==> config.mk <==
export PLATFORM = sky130hd
export DESIGN_NAME = ccs_core_regs
export DESIGN_NICKNAME = d
export VERILOG_FILES = /design/src/ccs_pkg.sv /design/src/ccs_ctl_if.sv /design/src/ccs_stack.sv /design/src/ccs_flags.sv /design/src/ccs_core_regs.sv
export SDC_FILE = /design/constraint.sdc
export NUM_CORES = 1
export LEC_CHECK = 0
export ABC_AREA = 1
export BUFFER_PORTS_ARGS = -buffer_cell sky130_fd_sc_hd__buf_4
export CORE_MARGIN = 3
export CORE_UTILIZATION = 59
export DETAILED_ROUTE_END_ITERATION = 16
export GPL_ROUTABILITY_DRIVEN = 1
export PLACE_DENSITY = 0.8
export SETUP_SLACK_MARGIN = 0.2
export SLEW_MARGIN = 20
export SYNTH_ARGS = -nofsm -noshare
export SYNTH_HDL_FRONTEND = slang
export SYNTH_SLANG_ARGS = --single-unit
==> constraint.sdc <==
create_clock -name ref_clk -period 5.5 [get_ports ref_clk]
set_clock_uncertainty 0.1 [all_clocks]
set_input_delay 1.65 -clock ref_clk [delete_from_list [all_inputs] [get_ports ref_clk]]
set_output_delay 1.65 -clock ref_clk [all_outputs]
set_load 0.01 [all_outputs]
==> src/ccs_pkg.sv <==
// Constants and types for the core context, register and call stack block
//
// Overview of operation
// RL1: 8-bit sum register serves the ALU and sits in data space at FFh.
// RL2: Two pointer registers sit at 80h and 81h for indirect addressing.
// RL3: Two short-direct registers sit at 82h and 83h.
// RL4: A 12-bit instruction pointer addresses 4096 bytes of program space.
// RL5: A normal step advances the instruction pointer by one.
// RL6: Relative branch adds the signed offset through the adder into the pointer.
// RL7: Jump or call loads the pointer with the target address.
// RL8: Subroutine or interrupt exit loads the pointer from the stack top.
// RL9: Three carry/zero pairs: normal, interrupt and non-maskable contexts.
// RL10: Interrupt entry switches flag pair; interrupt exit restores the previous one. The code always exits irq to normal, even when irq was entered from nmi.
// RL11: Context switches keep flag values; only the active pair is reachable.
// RL12: Carry follows arithmetic carry or borrow, tested bit, and rotate left.
// RL13: Zero is set when the latest arithmetic or logic result is zero.
// RL14: Reset enters the non-maskable context and its flag pair.
// RL15: Six 12-bit stack levels outside data space, no visible pointer.
// RL16: Push shifts levels deeper, top takes the pointer, sixth is lost.
// RL17: Pop moves the top into the pointer and shifts levels up.
// RL18: Beyond six nested pushes the stack stays deepest; oldest address lost.
// RL19: Exit on an empty stack leaves it and steps to the next instruction.
// RL20: Software saves data-space registers itself inside subroutines.
// RL21: Reset clears the stack and points at the reset vector.
// RL22: Depth counter saturates at six on push and zero on pop.
// RL23: Other instructions leave the active carry and zero unchanged.
package ccs_pkg;

   // Data-space offsets of the mapped core registers
   localparam logic [7:0]  OFS_POINTER_ONE      = 8'h80;
   localparam logic [7:0]  OFS_POINTER_TWO      = 8'h81;
   localparam logic [7:0]  OFS_SHORT_DIRECT_ONE = 8'h82;
   localparam logic [7:0]  OFS_SECOND_SHORT_REG = 8'h83;
   localparam logic [7:0]  OFS_SUM_REGISTER     = 8'hFF;

   // Reset values
   localparam logic [11:0] RESET_VECTOR   = 12'hFFE;
   localparam logic [7:0]  REG_RESET      = 8'h00;
   localparam logic [11:0] LEVEL_RESET    = 12'h000;

   // Stack geometry
   localparam int          STACK_LEVELS   = 6;
   localparam logic [2:0]  STACK_FULL     = 3'h6;
   localparam logic [2:0]  STACK_EMPTY    = 3'h0;

   // Instruction pointer update sources
   typedef enum logic [3:0] {
      IP_HOLD     = 4'h0,
      IP_NEXT     = 4'h1,
      IP_REL      = 4'h2,
      IP_JUMP     = 4'h3,
      IP_CALL     = 4'h4,
      IP_SUB_EXIT = 4'h5,
      IP_INT_EXIT = 4'h6,
      IP_IRQ      = 4'h7,
      IP_NMI      = 4'h8
   } ccs_ip_op_e;

   // Execution contexts, one flag pair each
   typedef enum logic [1:0] {
      CTX_NORMAL = 2'h0,
      CTX_IRQ    = 2'h1,
      CTX_NMI    = 2'h2
   } ccs_ctx_e;

   // Flag update classes
   typedef enum logic [2:0] {
      FOP_NONE    = 3'h0,
      FOP_ARITH   = 3'h1,
      FOP_LOGIC   = 3'h2,
      FOP_BITTEST = 3'h3,
      FOP_ROTL    = 3'h4
   } ccs_flag_op_e;

endpackage : ccs_pkg

==> src/ccs_ctl_if.sv <==
// Carrier between the core register block, its stack and its flag bank
`timescale 1ns/1ps
interface ccs_ctl_if;
   logic                  push;
   logic                  pop;
   logic [11:0]           push_ip;
   logic [11:0]           top_ip;
   logic [2:0]            depth;
   logic                  empty;
   ccs_pkg::ccs_ctx_e     ctx;
   ccs_pkg::ccs_flag_op_e flag_op;
   logic                  alu_carry;
   logic                  alu_zero;
   logic                  bit_value;
   logic                  carry;
   logic                  zero;

   modport stk_ctl (output push, pop, push_ip, input top_ip, depth, empty);
   modport stk     (input push, pop, push_ip, output top_ip, depth, empty);
   modport flg_ctl (output ctx, flag_op, alu_carry, alu_zero, bit_value,
                    input carry, zero);
   modport flg     (input ctx, flag_op, alu_carry, alu_zero, bit_value,
                    output carry, zero);
endinterface : ccs_ctl_if

==> src/ccs_stack.sv <==
// Six-level shifting return stack with a saturating depth counter
`timescale 1ns/1ps
module ccs_stack (
   input  wire logic ref_clk,
   input  wire logic rst_n,
   ccs_ctl_if.stk    bus
);
   logic [11:0] lvl_q [ccs_pkg::STACK_LEVELS];
   logic [2:0]  depth_q;

   assign bus.top_ip = lvl_q[0];
   assign bus.depth  = depth_q;
   assign bus.empty  = (depth_q == ccs_pkg::STACK_EMPTY);

   // Levels shift as a whole; no pointer exists, only the depth count
   always_ff @(posedge ref_clk or negedge rst_n) begin
      if (!rst_n) begin
         for (int i = 0; i < ccs_pkg::STACK_LEVELS; i++) begin
            lvl_q[i] <= ccs_pkg::LEVEL_RESET; // RL21
         end
      end else if (bus.push) begin
         lvl_q[0] <= bus.push_ip; // RL16
         for (int i = 1; i < ccs_pkg::STACK_LEVELS; i++) begin
            lvl_q[i] <= lvl_q[i-1]; // RL15
         end
      end else if (bus.pop && !bus.empty) begin
         for (int i = 1; i < ccs_pkg::STACK_LEVELS; i++) begin
            lvl_q[i-1] <= lvl_q[i]; // RL17
         end
      end
   end

   // Saturation keeps overflow and underflow harmless
   always_ff @(posedge ref_clk or negedge rst_n) begin
      if (!rst_n) begin
         depth_q <= ccs_pkg::STACK_EMPTY;
      end else if (bus.push && depth_q != ccs_pkg::STACK_FULL) begin
         depth_q <= depth_q + 3'h1; // RL22 RL18
      end else if (!bus.push && bus.pop && !bus.empty) begin
         depth_q <= depth_q - 3'h1; // RL22
      end
   end
endmodule : ccs_stack

==> src/ccs_flags.sv <==
// Three banked carry/zero pairs selected by the execution context
`timescale 1ns/1ps
module ccs_flags (
   input  wire logic ref_clk,
   input  wire logic rst_n,
   ccs_ctl_if.flg    bus
);
   logic [2:0] carry_q;
   logic [2:0] zero_q;
   logic [1:0] sel;
   logic       upd_c;
   logic       upd_z;
   logic       new_c;

   assign sel = bus.ctx;
   // Logic ops leave carry alone; bit test leaves zero alone
   assign upd_c = bus.flag_op inside {ccs_pkg::FOP_ARITH, ccs_pkg::FOP_BITTEST,
                                      ccs_pkg::FOP_ROTL}; // RL12
   assign upd_z = bus.flag_op inside {ccs_pkg::FOP_ARITH, ccs_pkg::FOP_LOGIC,
                                      ccs_pkg::FOP_ROTL}; // RL13
   assign new_c = (bus.flag_op == ccs_pkg::FOP_BITTEST) ? bus.bit_value
                                                        : bus.alu_carry; // RL12
   // Only the active pair is seen or written
   assign bus.carry = carry_q[sel]; // RL11
   assign bus.zero  = zero_q[sel];  // RL11

   // Pairs are never cleared on a context switch
   always_ff @(posedge ref_clk or negedge rst_n) begin
      if (!rst_n) begin
         carry_q <= 3'h0;
         zero_q  <= 3'h0;
      end else begin
         if (upd_c) begin
            carry_q[sel] <= new_c; // RL9
         end
         if (upd_z) begin
            zero_q[sel] <= bus.alu_zero; // RL23
         end
      end
   end
endmodule : ccs_flags

==> src/ccs_core_regs.sv <==
// Core register file: instruction pointer, data-space registers, contexts
`timescale 1ns/1ps
module ccs_core_regs (
   input  wire logic                  ref_clk,
   input  wire logic                  rst_n,
   // Sequencer requests
   input  wire ccs_pkg::ccs_ip_op_e   ip_op,
   input  wire logic [11:0]           target_ip,
   input  wire logic [7:0]            rel_offset,
   // ALU result side
   input  wire ccs_pkg::ccs_flag_op_e flag_op,
   input  wire logic                  alu_carry,
   input  wire logic                  alu_zero,
   input  wire logic                  bit_value,
   input  wire logic                  sum_we,
   input  wire logic [7:0]            sum_wdata,
   // Data-space port
   input  wire logic [7:0]            ds_addr,
   input  wire logic                  ds_we,
   input  wire logic [7:0]            ds_wdata,
   input  wire logic                  ds_re,
   output logic [7:0]                 ds_rdata,
   output logic                       ds_hit,
   // Visible state
   output logic [11:0]                instruction_pointer,
   output logic [7:0]                 sum_register,
   output logic [7:0]                 pointer_one,
   output logic [7:0]                 pointer_two,
   output logic [7:0]                 short_direct_one,
   output logic [7:0]                 second_short_reg,
   output logic                       active_carry,
   output logic                       active_zero,
   output ccs_pkg::ccs_ctx_e          context_mode,
   output logic [2:0]                 stack_depth
);

   // Signed offset added through the pointer adder
   function automatic logic [11:0] rel_sum(input logic [11:0] ip,
                                           input logic [7:0]  off);
      rel_sum = ip + {{4{off[7]}}, off};
   endfunction : rel_sum

   // Sequential step, used by normal steps and by exits on an empty stack
   function automatic logic [11:0] ip_step(input logic [11:0] ip);
      ip_step = ip + 12'h001;
   endfunction : ip_step

   ccs_ctl_if ctl ();

   logic [11:0]       ip_q;
   logic [11:0]       ip_d;
   logic [7:0]        sum_q;
   logic [7:0]        ptr1_q;
   logic [7:0]        ptr2_q;
   logic [7:0]        sd1_q;
   logic [7:0]        sd2_q;
   logic [7:0]        rdata_q;
   logic [7:0]        rdata_d;
   logic              hit_q;
   logic              hit_d;
   ccs_pkg::ccs_ctx_e ctx_q;
   ccs_pkg::ccs_ctx_e ctx_d;
   ccs_pkg::ccs_ctx_e nmi_prev_q;
   logic              is_exit;
   logic              is_entry;
   logic              wr_sum;
   logic              wr_ptr1;
   logic              wr_ptr2;
   logic              wr_sd1;
   logic              wr_sd2;

   // Stack and flag bank
   ccs_stack u_stack (
      .ref_clk (ref_clk),
      .rst_n   (rst_n),
      .bus     (ctl.stk)
   );

   ccs_flags u_flags (
      .ref_clk (ref_clk),
      .rst_n   (rst_n),
      .bus     (ctl.flg)
   );

   // Control decode
   assign is_exit  = (ip_op == ccs_pkg::IP_SUB_EXIT) ||
                     (ip_op == ccs_pkg::IP_INT_EXIT);
   assign is_entry = (ip_op == ccs_pkg::IP_IRQ) || (ip_op == ccs_pkg::IP_NMI);

   // Stack requests; pushed value is the current instruction pointer
   assign ctl.push    = (ip_op == ccs_pkg::IP_CALL) || is_entry; // RL16
   assign ctl.pop     = is_exit; // RL17
   assign ctl.push_ip = ip_q;

   // Flag bank requests; flags follow the context in force this cycle
   assign ctl.ctx       = ctx_q; // RL9
   assign ctl.flag_op   = flag_op; // RL23
   assign ctl.alu_carry = alu_carry;
   assign ctl.alu_zero  = alu_zero;
   assign ctl.bit_value = bit_value;

   // Next instruction pointer selection
   always_comb begin
      ip_d = ip_q;
      case (ip_op)
         ccs_pkg::IP_HOLD: begin
            ip_d = ip_q;
         end
         ccs_pkg::IP_NEXT: begin
            ip_d = ip_step(ip_q); // RL5
         end
         ccs_pkg::IP_REL: begin
            ip_d = rel_sum(ip_q, rel_offset); // RL6
         end
         ccs_pkg::IP_JUMP, ccs_pkg::IP_CALL, ccs_pkg::IP_IRQ, ccs_pkg::IP_NMI: begin
            ip_d = target_ip; // RL7
         end
         ccs_pkg::IP_SUB_EXIT, ccs_pkg::IP_INT_EXIT: begin
            // Empty stack: the top stays put and execution just steps on
            ip_d = ctl.empty ? ip_step(ip_q) : ctl.top_ip; // RL8 RL19
         end
         default: begin
            ip_d = ip_q;
         end
      endcase
   end

   // Context selection; irq enters from any context and exits to normal, nmi nests over either
   always_comb begin
      ctx_d = ctx_q;
      case (ip_op)
         ccs_pkg::IP_IRQ: begin
            ctx_d = ccs_pkg::CTX_IRQ; // RL10
         end
         ccs_pkg::IP_NMI: begin
            ctx_d = ccs_pkg::CTX_NMI; // RL10
         end
         ccs_pkg::IP_INT_EXIT: begin
            ctx_d = (ctx_q == ccs_pkg::CTX_NMI) ? nmi_prev_q
                                                : ccs_pkg::CTX_NORMAL; // RL10
         end
         default: begin
            ctx_d = ctx_q;
         end
      endcase
   end

   // Instruction pointer; reset points at the vector location
   always_ff @(posedge ref_clk or negedge rst_n) begin
      if (!rst_n) begin
         ip_q <= ccs_pkg::RESET_VECTOR; // RL21
      end else begin
         ip_q <= ip_d; // RL4
      end
   end

   // Context state; reset starts in the non-maskable context
   always_ff @(posedge ref_clk or negedge rst_n) begin
      if (!rst_n) begin
         ctx_q      <= ccs_pkg::CTX_NMI; // RL14
         nmi_prev_q <= ccs_pkg::CTX_NORMAL;
      end else begin
         ctx_q <= ctx_d;
         if (ip_op == ccs_pkg::IP_NMI && ctx_q != ccs_pkg::CTX_NMI) begin
            nmi_prev_q <= ctx_q;
         end
      end
   end

   // Data-space write strobes
   assign wr_sum  = ds_we && (ds_addr == ccs_pkg::OFS_SUM_REGISTER);     // RL1
   assign wr_ptr1 = ds_we && (ds_addr == ccs_pkg::OFS_POINTER_ONE);      // RL2
   assign wr_ptr2 = ds_we && (ds_addr == ccs_pkg::OFS_POINTER_TWO);      // RL2
   assign wr_sd1  = ds_we && (ds_addr == ccs_pkg::OFS_SHORT_DIRECT_ONE); // RL3
   assign wr_sd2  = ds_we && (ds_addr == ccs_pkg::OFS_SECOND_SHORT_REG); // RL3

   // Sum register; an ALU result wins over a same-cycle data-space write
   always_ff @(posedge ref_clk or negedge rst_n) begin
      if (!rst_n) begin
         sum_q <= ccs_pkg::REG_RESET;
      end else if (sum_we) begin
         sum_q <= sum_wdata; // RL1
      end else if (wr_sum) begin
         sum_q <= ds_wdata; // RL1
      end
   end

   // Pointer and short-direct registers, never saved on calls
   always_ff @(posedge ref_clk or negedge rst_n) begin
      if (!rst_n) begin
         ptr1_q <= ccs_pkg::REG_RESET;
         ptr2_q <= ccs_pkg::REG_RESET;
         sd1_q  <= ccs_pkg::REG_RESET;
         sd2_q  <= ccs_pkg::REG_RESET;
      end else begin
         if (wr_ptr1) ptr1_q <= ds_wdata; // RL2
         if (wr_ptr2) ptr2_q <= ds_wdata; // RL2
         if (wr_sd1)  sd1_q  <= ds_wdata; // RL3
         if (wr_sd2)  sd2_q  <= ds_wdata; // RL3
      end
   end

   // Read decode; unmapped offsets answer zero with the hit flag low
   always_comb begin
      rdata_d = 8'h00;
      hit_d   = 1'b1;
      case (ds_addr)
         ccs_pkg::OFS_SUM_REGISTER:     rdata_d = sum_q;
         ccs_pkg::OFS_POINTER_ONE:      rdata_d = ptr1_q;
         ccs_pkg::OFS_POINTER_TWO:      rdata_d = ptr2_q;
         ccs_pkg::OFS_SHORT_DIRECT_ONE: rdata_d = sd1_q;
         ccs_pkg::OFS_SECOND_SHORT_REG: rdata_d = sd2_q;
         default: begin
            rdata_d = 8'h00;
            hit_d   = 1'b0;
         end
      endcase
   end

   // Read data is registered; a read returns the value before a same-cycle write
   always_ff @(posedge ref_clk or negedge rst_n) begin
      if (!rst_n) begin
         rdata_q <= 8'h00;
         hit_q   <= 1'b0;
      end else begin
         rdata_q <= ds_re ? rdata_d : 8'h00;
         hit_q   <= ds_re && hit_d;
      end
   end

   // Outputs
   assign ds_rdata            = rdata_q;
   assign ds_hit              = hit_q;
   assign instruction_pointer = ip_q;
   assign sum_register        = sum_q;
   assign pointer_one         = ptr1_q;
   assign pointer_two         = ptr2_q;
   assign short_direct_one    = sd1_q;
   assign second_short_reg    = sd2_q;
   assign active_carry        = ctl.carry;
   assign active_zero         = ctl.zero;
   assign context_mode        = ctx_q;
   assign stack_depth         = ctl.depth;
endmodule : ccs_core_regs

Word level (Yosys, flattened, before mapping)
Index checks and enable logic that the tools add are counted.
- add/sub/neg operators: 4
- magnitude comparators: 2
- equality and inequality tests: 20
- mux-type cells: 22
- reduce and logical (&&, ||, !) cells: 28
- operators with widths (cell ; count):
    60-bit two-way mux ; 2
    12-bit case mux with 4 select lines ; 1
    8-bit equality test (second input constant) ; 5
    8-bit case mux with 5 select lines ; 1
    8-bit two-way mux ; 3
    4-bit by 3-bit equality test with 1-bit output (second input constant) ; 4
    12-bit by 1-bit adder with 12-bit output (second input constant) ; 1
    12-bit adder ; 1
    1-bit logical AND ; 12
    12-bit two-way mux ; 1
    3-bit nonzero test ; 3
    4-bit by 2-bit equality test with 1-bit output (second input constant) ; 2
    3-bit bitwise mux ; 2
    3-bit by 2-bit equality test with 1-bit output (second input constant) ; 2
    3-bit two-way mux ; 2
    2-bit case mux with 3 select lines ; 1
    2-bit nonzero test ; 3
    1-bit two-way mux ; 5
    5-bit OR reduction ; 1
    1-bit binary-select mux with 2-bit select ; 2
    4-bit by 1-bit equality test with 1-bit output (second input constant) ; 1
    4-bit equality test (second input constant) ; 1
    4-bit nonzero test ; 1
    4-bit OR reduction ; 1
    15 further kinds ; 18
- register bits: 146
- input port bits: 59
- output and inout port bits: 68
- word-level logic and storage cells: 95

Logic depth before layout (Yosys ltp)
Gate-level depths: netlist (run 1).
- depth after elaboration: 8
- depth in mapped cells: 13
- depth with buffers taken out: 13

Cells and area by module
From an unflattened synthesis (run 1), not the netlist that was laid out.
- cells, all modules: 1117
- area total of the unflattened synthesis: 8224.1 um2
- modules (own cells, without submodules) (module ; times used ; cells an instance ; area each (um2) ; sequential area each (um2)):
    ccs_core_regs ; 1 ; 622 ; 4321.6 ; 1641.6
    ccs_stack ; 1 ; 439 ; 3527.1 ; 1876.8
    ccs_flags ; 1 ; 56 ; 375.4 ; 150.1

Least setup slack after synthesis (run 1)
No wires, ideal clock.
- path kind: in2reg
- from: in ip_op[1]
- to: reg u_stack.depth_q[2] (netlist: u_stack.bus.depth[2])
- setup time: 0.113 ns
- data arrival time: 2.938 ns
- data required time: 5.287 ns
- setup slack: 2.349 ns
- stages: 9
- path buffers: 0
- path through: nor2_2 > nand2_1 > nand2_2 > o31ai_1 > fa_1 > o21ai_0 > nand2_1 > nand2_1 > inv_1
- cells in the longest elaborated chain, start to end: 7
- elaborated cells on any way between the ends: 14
- those cells by class: eq/ne: 5; mux: 1; reduce/logical: 8
- ends and longest elaborated chain (what ; RTL line ; RTL):
    start, declared ; ccs_core_regs.sv:7 ; input wire ccs_pkg::ccs_ip_op_e ip_op,
    4-bit by 3-bit equality test with 1-bit output / 4-bit equality test (equally long branches) ; ccs_core_regs.sv:88 ; assign is_entry = (ip_op == ccs_pkg::IP_IRQ) || (ip_op == ccs_pkg::IP_NMI);
    1-bit logical OR ; ccs_core_regs.sv:88 ;
    1-bit logical OR ; ccs_core_regs.sv:91 ; assign ctl.push = (ip_op == ccs_pkg::IP_CALL) || is_entry;
    1-bit logical NOT ; ccs_stack.sv:39 ; end else if (!bus.push && bus.pop && !bus.empty) begin
    1-bit logical AND (2 in a row) ; ccs_stack.sv:39 ;
    2-bit nonzero test (no line) ; -- ;
    end signal, assigned ; ccs_stack.sv:36 ; depth_q <= ccs_pkg::STACK_EMPTY;
    end signal, assigned ; ccs_stack.sv:38 ; depth_q <= depth_q + 3'h1;
    end signal, assigned ; ccs_stack.sv:40 ; depth_q <= depth_q - 3'h1;
    end, declared ; ccs_stack.sv:9 ; logic [2:0] depth_q;
Parallel ways exist; a longest one is shown, timed or not.
A chain may end at the register's enable or synchronous reset.

Worst setup path after layout (run 1)
- from: reg ctx_q[1] (netlist: context_mode[1])
- to: out active_zero
- cells in the longest elaborated chain, start to end: 2
- ends and longest elaborated chain (what ; RTL line ; RTL):
    start, declared ; ccs_core_regs.sv:61 ; ccs_pkg::ccs_ctx_e ctx_q;
    start signal, assigned ; ccs_core_regs.sv:160 ; ctx_q <= ccs_pkg::CTX_NMI;
    start signal, assigned ; ccs_core_regs.sv:163 ; ctx_q <= ctx_d;
    1-bit binary-select mux with 2-bit select ; ccs_flags.sv:25 ; assign bus.zero = zero_q[sel];
    1-bit two-way mux (implied by the code) ; ccs_flags.sv:25 ;
    end, declared ; ccs_core_regs.sv:32 ; output logic active_zero,
No other way between the ends. The select of a mux whose other input is x is not followed.

==> results.py, run 1 <==
metrics = {
    "run_status": {
        "status": "complete, no violations",
    },
    "drt": {
        "via_count": 7104,
        "viasPerCell": 5.54,
        "drt_first_pass_iters": 5,
        "routed_wl_um": 19800,
        "dr.first_iter.drc_count": 488,
        "route.detailed.drc": 0,
        "ant_nets": 0,
        "wl_per_cell_um": 15.5,
    },
    "final_layout": {
        "final_common_cell": "nand2_1",
        "mostFrequentLayoutCells": "nand2_1, dfrtp_1, buf_4",
        "largest_reg_flops": 60,
        "antenna_cells": 0,
        "nets": 1171,
        "design_area_um2": 9410,
        "area_growth_pct": 21.0,
        "layout.cells.non_filler": 1283,
        "drive_above_1_share_pct": 18.4,
        "regMostFlops": "u_stack.lvl_q",
    },
    "critical_path": {
        "crit_fanout": 8,
        "rr_worst_depth": 9,
        "worstSetupPathType": "reg -> out",
        "cp_num_cells": 5,
        "slowest_stage": "dfstp_2",
        "crit_chain": "inv_1, nor2_1, nand2_1, nand3_1, buf_4",
        "crit_family": "simple AND/OR/NAND/NOR gates",
        "end_kind": "output pin",
        "cp.required_ns": 3.75,
        "cpPeakStageDelay_ns": 0.57,
        "crit_path_start_kind": "flop",
        "cp.arrival_ns": 1.87,
        "crit_buf_inv": 2,
    },
    "place": {
        "gp_congestion": 0.874,
        "placed_cells": 1251,
        "io_buffers": 126,
        "dp_slack_ns": 1.49,
        "hpwl_um": 14100,
        "post_dp_cell_area_um2": 8800,
    },
    "clock_network": {
        "cts_num_sinks": 146,
        "cts.repair.resized": 0,
        "cts_setup_buffers": 0,
        "clock_path_buffers": 2,
        "clk_latency_ns": 0.42,
        "cts_tree": "built",
        "cts_root_buf": "clkbuf_16",
        "path_clk_slew_ns": 0.06,
        "htree_levels": 4,
        "hold_buffers": 0,
        "cts_buffers": 17,
    },
    "synth": {
        "synthCells": 979,
        "synth_edf_count": 0,
        "synth-seq-cells": 146,
        "syn_area_um2": 7770,
        "ys_warn_count": 0,
        "ys.flop_type": "dfrtp_1",
        "syn_area_per_cell_um2": 7.94,
        "yosys.cell_types.count": 44,
        "synthArstFlopShare_pct": 100,
        "ys_seq_area_share_pct": 47.2,
        "synth_fp_nets": 1052,
    },
    "timing": {
        "fin_tns_setup_ns": 0,
        "fin_crit_ns": 3.62,
        "setup_viol": 0,
        "maxSlewHeadroom_pct": 49.4,
        "worst_slack_ns": 1.88,
        "rsz0062_at_grt": "false",
        "holdWs_ns": 0.366,
        "fmax_mhz": 277,
        "slew_violations": 0,
        "final-hold-violation-count": 0,
        "period_share_pct": 65.7,
        "tightestPinTransition_ns": 0.760,
    },
    "power": {
        "sw_frac_of_total_pct": 36.1,
        "power.leakage_nw": 4.78,
        "peakVddDrop_mv": 0.270,
        "switching_power_w": 0.00147,
        "combPwrFrac_pct": 29.3,
        "pwr-share-seq_pct": 41.7,
        "pwr_density_cell_nw_per_um2": 432,
        "power_frac_clock_pct": 28.9,
        "p_int_w": 0.00260,
    },
    "die": {
        "ios": 127,
        "die_height_um": 121,
        "core_um2": 12800,
        "die_area_um2": 14600,
        "core.rowCount": 41,
        "start_util_pct": 60.9,
        "die_w_um": 121,
    },
    "global_route": {
        "grt_overflow": 0,
        "grt_start_max_net_pins": 84,
        "grt_pass1_vias": 6788,
        "grt.total_usage_pct": 28.4,
        "grt_pass1_wl_um": 33100,
        "antenna_found_initial": 0,
    },
    "run": {
        "drv_cap": 0,
    },
    "min_path": {
        "whs_path_depth": 2,
        "hp-class": "reg -> reg",
    },
}
## power by group through the flow
stage,Sequential (W),Clock [W],Combinational [W]
floorplan,0.00165,0,0.000783
global placement,0.00169,0,0.00114
detailed placement,0.00170,0,0.00117
CTS,0.00169,0.00119,0.00119
global route,0.00173,0.00123,0.00136
finish,0.00170,0.00118,0.00119
## synthesized netlist by cell type (all sizes together) (2+ instances only)
master / count / share of area [%]
buf: 22 / 1.9
nor3: 6 / 0.66
xnor2: 2 / 0.23
mux2: 13 / 1.9
dfstp: 12 / 4.1
fa: 2 / 0.51
dfrtp: 134 / 43
a22oi: 28 / 2.7
o22ai: 3 / 0.24
clkinv: 2 / 0.097
nand2: 296 / 14
ha: 12 / 1.9
nor2: 80 / 4.3
o311ai: 6 / 0.68
nand3: 55 / 3.5
xor2: 4 / 0.45
clkbuf: 9 / 0.43
a21oi: 42 / 2.8
nand3b: 5 / 0.48
o21ai: 65 / 4.2
o211ai: 10 / 0.97
inv: 130 / 6.3
a31oi: 8 / 0.64
o221ai: 17 / 1.9
nand4: 10 / 0.80
## logic make-up (layout without fill, tap and decap cells)
| family | Yosys count | count (layout) | synth area share (%) |
|---|---|---|---|
| simple gates | 454 | 454 | 24.4 |
| buf+inv | 163 | 295 | 8.67 |
| xor+xnor | 6 | 6 | 0.676 |
| flops | 146 | 146 | 47.2 |
| mux | 14 | 14 | 2.01 |
| fa+ha+maj | 14 | 14 | 2.45 |
| compound gates | 182 | 182 | 14.6 |
## final timing paths
check	start	to	slack, ns
worst max-delay path	context_mode[1]	active_zero	1.88
worst min-delay path	u_stack.lvl_q[7]	u_stack.lvl_q[7]	0.37
worst max register to register	u_stack.bus.depth[0]	u_stack.lvl_q[15]	2.72
worst min register to register	u_stack.lvl_q[7]	u_stack.lvl_q[7]	0.37
max in group asynchronous	rst_n	instruction_pointer[10]	3.16
min in group asynchronous	rst_n	pointer_one[5]	1.17
## metal layers
metal  share of wire [%]  global-route usage [%]  wire [um]  up-vias
met2                  46                    43.7       9060      253
li1                    -                       -          -     3454
met4                 2.3                    9.56        448        0
met5                   0                       0          0        -
met1                  45                    40.6       8950     3362
met3                 7.0                    5.71       1380       35
## tightest hold or removal path: stages (launching register included)
cell and delay [ns]:
dfrtp_1 0.32, nand2_1 0.06, nand2_1 0.05
## area by class of cell
class | count | area [um2]
Inverter | 132 | 495
Tap cell | 172 | 215
Fill cell | 957 | 3370
Sequential cell | 146 | 3670
Clock buffer | 18 | 439
Clock inverter | 14 | 168
Multi-Input combinational cell | 670 | 3430
Timing Repair Buffer | 131 | 987
## through the flow
| step | util [%] | total power, W |
|---|---|---|
| floorplan | - | 0.00244 |
| global placement | 68.9 | 0.00283 |
| detailed placement | 68.9 | 0.00287 |
| CTS | 73.6 | 0.00407 |
| global route | 73.6 | 0.00433 |
| finish | 73.6 | 0.00407 |
Power figures use the tool's default switching activity.
==> inputs of run 2 (changes only) <==
--- a/config.mk
+++ b/config.mk
@@ -8,10 +8,10 @@
 export ABC_AREA = 1
 export BUFFER_PORTS_ARGS = -buffer_cell sky130_fd_sc_hd__buf_4
 export CORE_MARGIN = 3
-export CORE_UTILIZATION = 59
+export CORE_UTILIZATION = 57
 export DETAILED_ROUTE_END_ITERATION = 16
 export GPL_ROUTABILITY_DRIVEN = 1
-export PLACE_DENSITY = 0.8
+export PLACE_DENSITY = 0.77
 export SETUP_SLACK_MARGIN = 0.2
 export SLEW_MARGIN = 20
 export SYNTH_ARGS = -nofsm -noshare
==> constraint.sdc (replaced) <==
create_clock -name ref_clk -period 3.35 [get_ports ref_clk]
set_clock_uncertainty 0.1 [all_clocks]
set_input_delay 1.005 -clock ref_clk [delete_from_list [all_inputs] [get_ports ref_clk]]
set_output_delay 1.005 -clock ref_clk [all_outputs]
set_load 0.01 [all_outputs]
==> run 2 against run 1 <==
Net effect:
- count of clock-buffer cells in the layout unchanged
- critical path depth did not move
- sequential power increased by 64%
- final cell count up 0.86%
- first-iteration DRC count up 21%
- global-route usage shrank 0.27 points
- sequential share of layout area shrank 0.24 points
- worst setup slack lost 1.5 ns
- largest cell class unchanged
- highest routed layer unchanged
==> results.py, run 2 (synthesis gave the netlist of run 1 again) <==
metrics = {
    "clock_network": {
        "cts_root_buf": "clkbuf_16",
        "cts_buffers": 17,
        "cts.repair.resized": 0,
        "htree_levels": 4,
        "cts_num_sinks": 146,
        "hold_buffers": 0,
        "path_clk_slew_ns": 0.06,
        "cts_setup_buffers": 0,
        "clock_path_buffers": 2,
        "clk_latency_ns": 0.42,
        "cts_tree": "built",
    },
    "run_status": {
        "status": "complete, no violations",
    },
    "power": {
        "pwr_density_cell_nw_per_um2": 701,
        "power.leakage_nw": 4.82,
        "peakVddDrop_mv": 0.442,
    },
    "critical_path": {
        "worstSetupPathType": "reg -> out",
        "cp.required_ns": 2.24,
        "cp.arrival_ns": 1.87,
        "cpPeakStageDelay_ns": 0.57,
        "end_kind": "output pin",
        "crit_path_start_kind": "flop",
        "slowest_stage": "dfstp_2",
        "crit_fanout": 8,
        "crit_chain": "inv_1, nor2_1, nand2_1, nand3_1, buf_4",
    },
    "final_layout": {
        "mostFrequentLayoutCells": "nand2_1, buf_4, dfrtp_1",
        "area_growth_pct": 21.7,
        "largest_reg_flops": 60,
        "fillers": 1106,
        "regMostFlops": "u_stack.lvl_q",
        "seqCellArea_um2": 3670,
        "drive_above_1_share_pct": 18.9,
        "final_common_cell": "nand2_1",
        "antenna_cells": 0,
        "layout.cells.non_filler": 1294,
        "nets": 1178,
        "fin_util_pct": 71.2,
        "multiInputGateArea_um2": 3430,
        "design_area_um2": 9460,
    },
    "place": {
        "io_buffers": 126,
        "placed_cells": 1262,
        "gp_congestion": 0.901,
        "hpwl_um": 14700,
        "post_dp_cell_area_um2": 8870,
    },
    "drt": {
        "dr.first_iter.drc_count": 591,
        "wl_per_cell_um": 15.6,
        "routed_wl_um": 20200,
        "via_count": 7142,
        "ant_nets": 0,
        "viasPerCell": 5.52,
        "route.detailed.drc": 0,
        "drt_first_pass_iters": 5,
    },
    "global_route": {
        "grt_overflow": 0,
        "grt.total_usage_pct": 28.1,
        "grt_pass1_wl_um": 33500,
        "antenna_found_initial": 0,
        "grt_start_max_net_pins": 66,
        "grt_pass1_vias": 6842,
    },
    "timing": {
        "slew_violations": 0,
        "tightestPinTransition_ns": 1.00,
        "setup_viol": 0,
        "holdWs_ns": 0.380,
        "final-hold-violation-count": 0,
        "fin_tns_setup_ns": 0,
        "fin_crit_ns": 2.98,
        "rsz0062_at_grt": "false",
        "period_share_pct": 88.9,
        "fmax_mhz": 336,
        "maxSlewHeadroom_pct": 33.2,
    },
    "die": {
        "die_height_um": 123,
        "core.rowCount": 42,
        "ios": 127,
        "die_area_um2": 15100,
        "start_util_pct": 58.5,
        "core_um2": 13300,
        "die_w_um": 123,
    },
    "run": {
        "drv_cap": 0,
    },
    "min_path": {
        "hp-class": "reg -> reg",
    },
}
[run 2: critical path: cells and delay by family (launching register included)]
kind	cells	cell delay [ns]
buffers and inverters	2	0.22
flip-flops	1	0.57
AND/OR/NAND/NOR	3	0.67
[run 2: stage by stage]
step	setup slack (ns)	total power (W)
2_1_floorplan	0.844	0.00400
3_3_place_gp	0.265	0.00466
3_5_place_dp	0.183	0.00474
4_1_cts	0.401	0.00665
5_1_grt	0.290	0.00708
6_report	0.373	0.00664
[run 2: report_power, final]
| part | switching, W | internal, W |
|---|---|---|
| Combinational | 0.00116 | 0.000794 |
| Clock | 0.000774 | 0.00112 |
| Sequential | 0.000443 | 0.00234 |
[run 2: layout make-up]
cell class	instances	area share, %
flip-flops and latches	146	38.8
multi-input cells	670	36.3
repair buffers	138	11.1
inverters	132	5.24
clock buffers	18	4.64
well taps	176	2.33
clock inverters	14	1.65
[run 2: path summary, 6_finish.rpt]
check / depth (start not counted) / to / slack (ns) / startpoint
worst max-delay path: 5 / active_zero / 0.37 / context_mode[1]
worst min-delay path: 2 / u_stack.lvl_q[5] / 0.38 / u_stack.lvl_q[5]
worst max register to register: 8 / u_stack.lvl_q[56] / 0.66 / u_stack.bus.depth[0]
worst min register to register: 2 / u_stack.lvl_q[5] / 0.38 / u_stack.lvl_q[5]
max in group asynchronous: 2 / context_mode[1] / 1.94 / rst_n
min in group asynchronous: 1 / pointer_two[3] / 0.47 / rst_n
[run 2: layer usage]
layer	wire length, um	track usage [%]	vias to the layer above	share of wire, %
li1	-	-	3480	-
met1	9050	40.0	3399	45
met2	9520	43.5	229	47
met3	1230	6.22	34	6.1
met4	363	8.19	0	1.8
met5	0	0	-	0
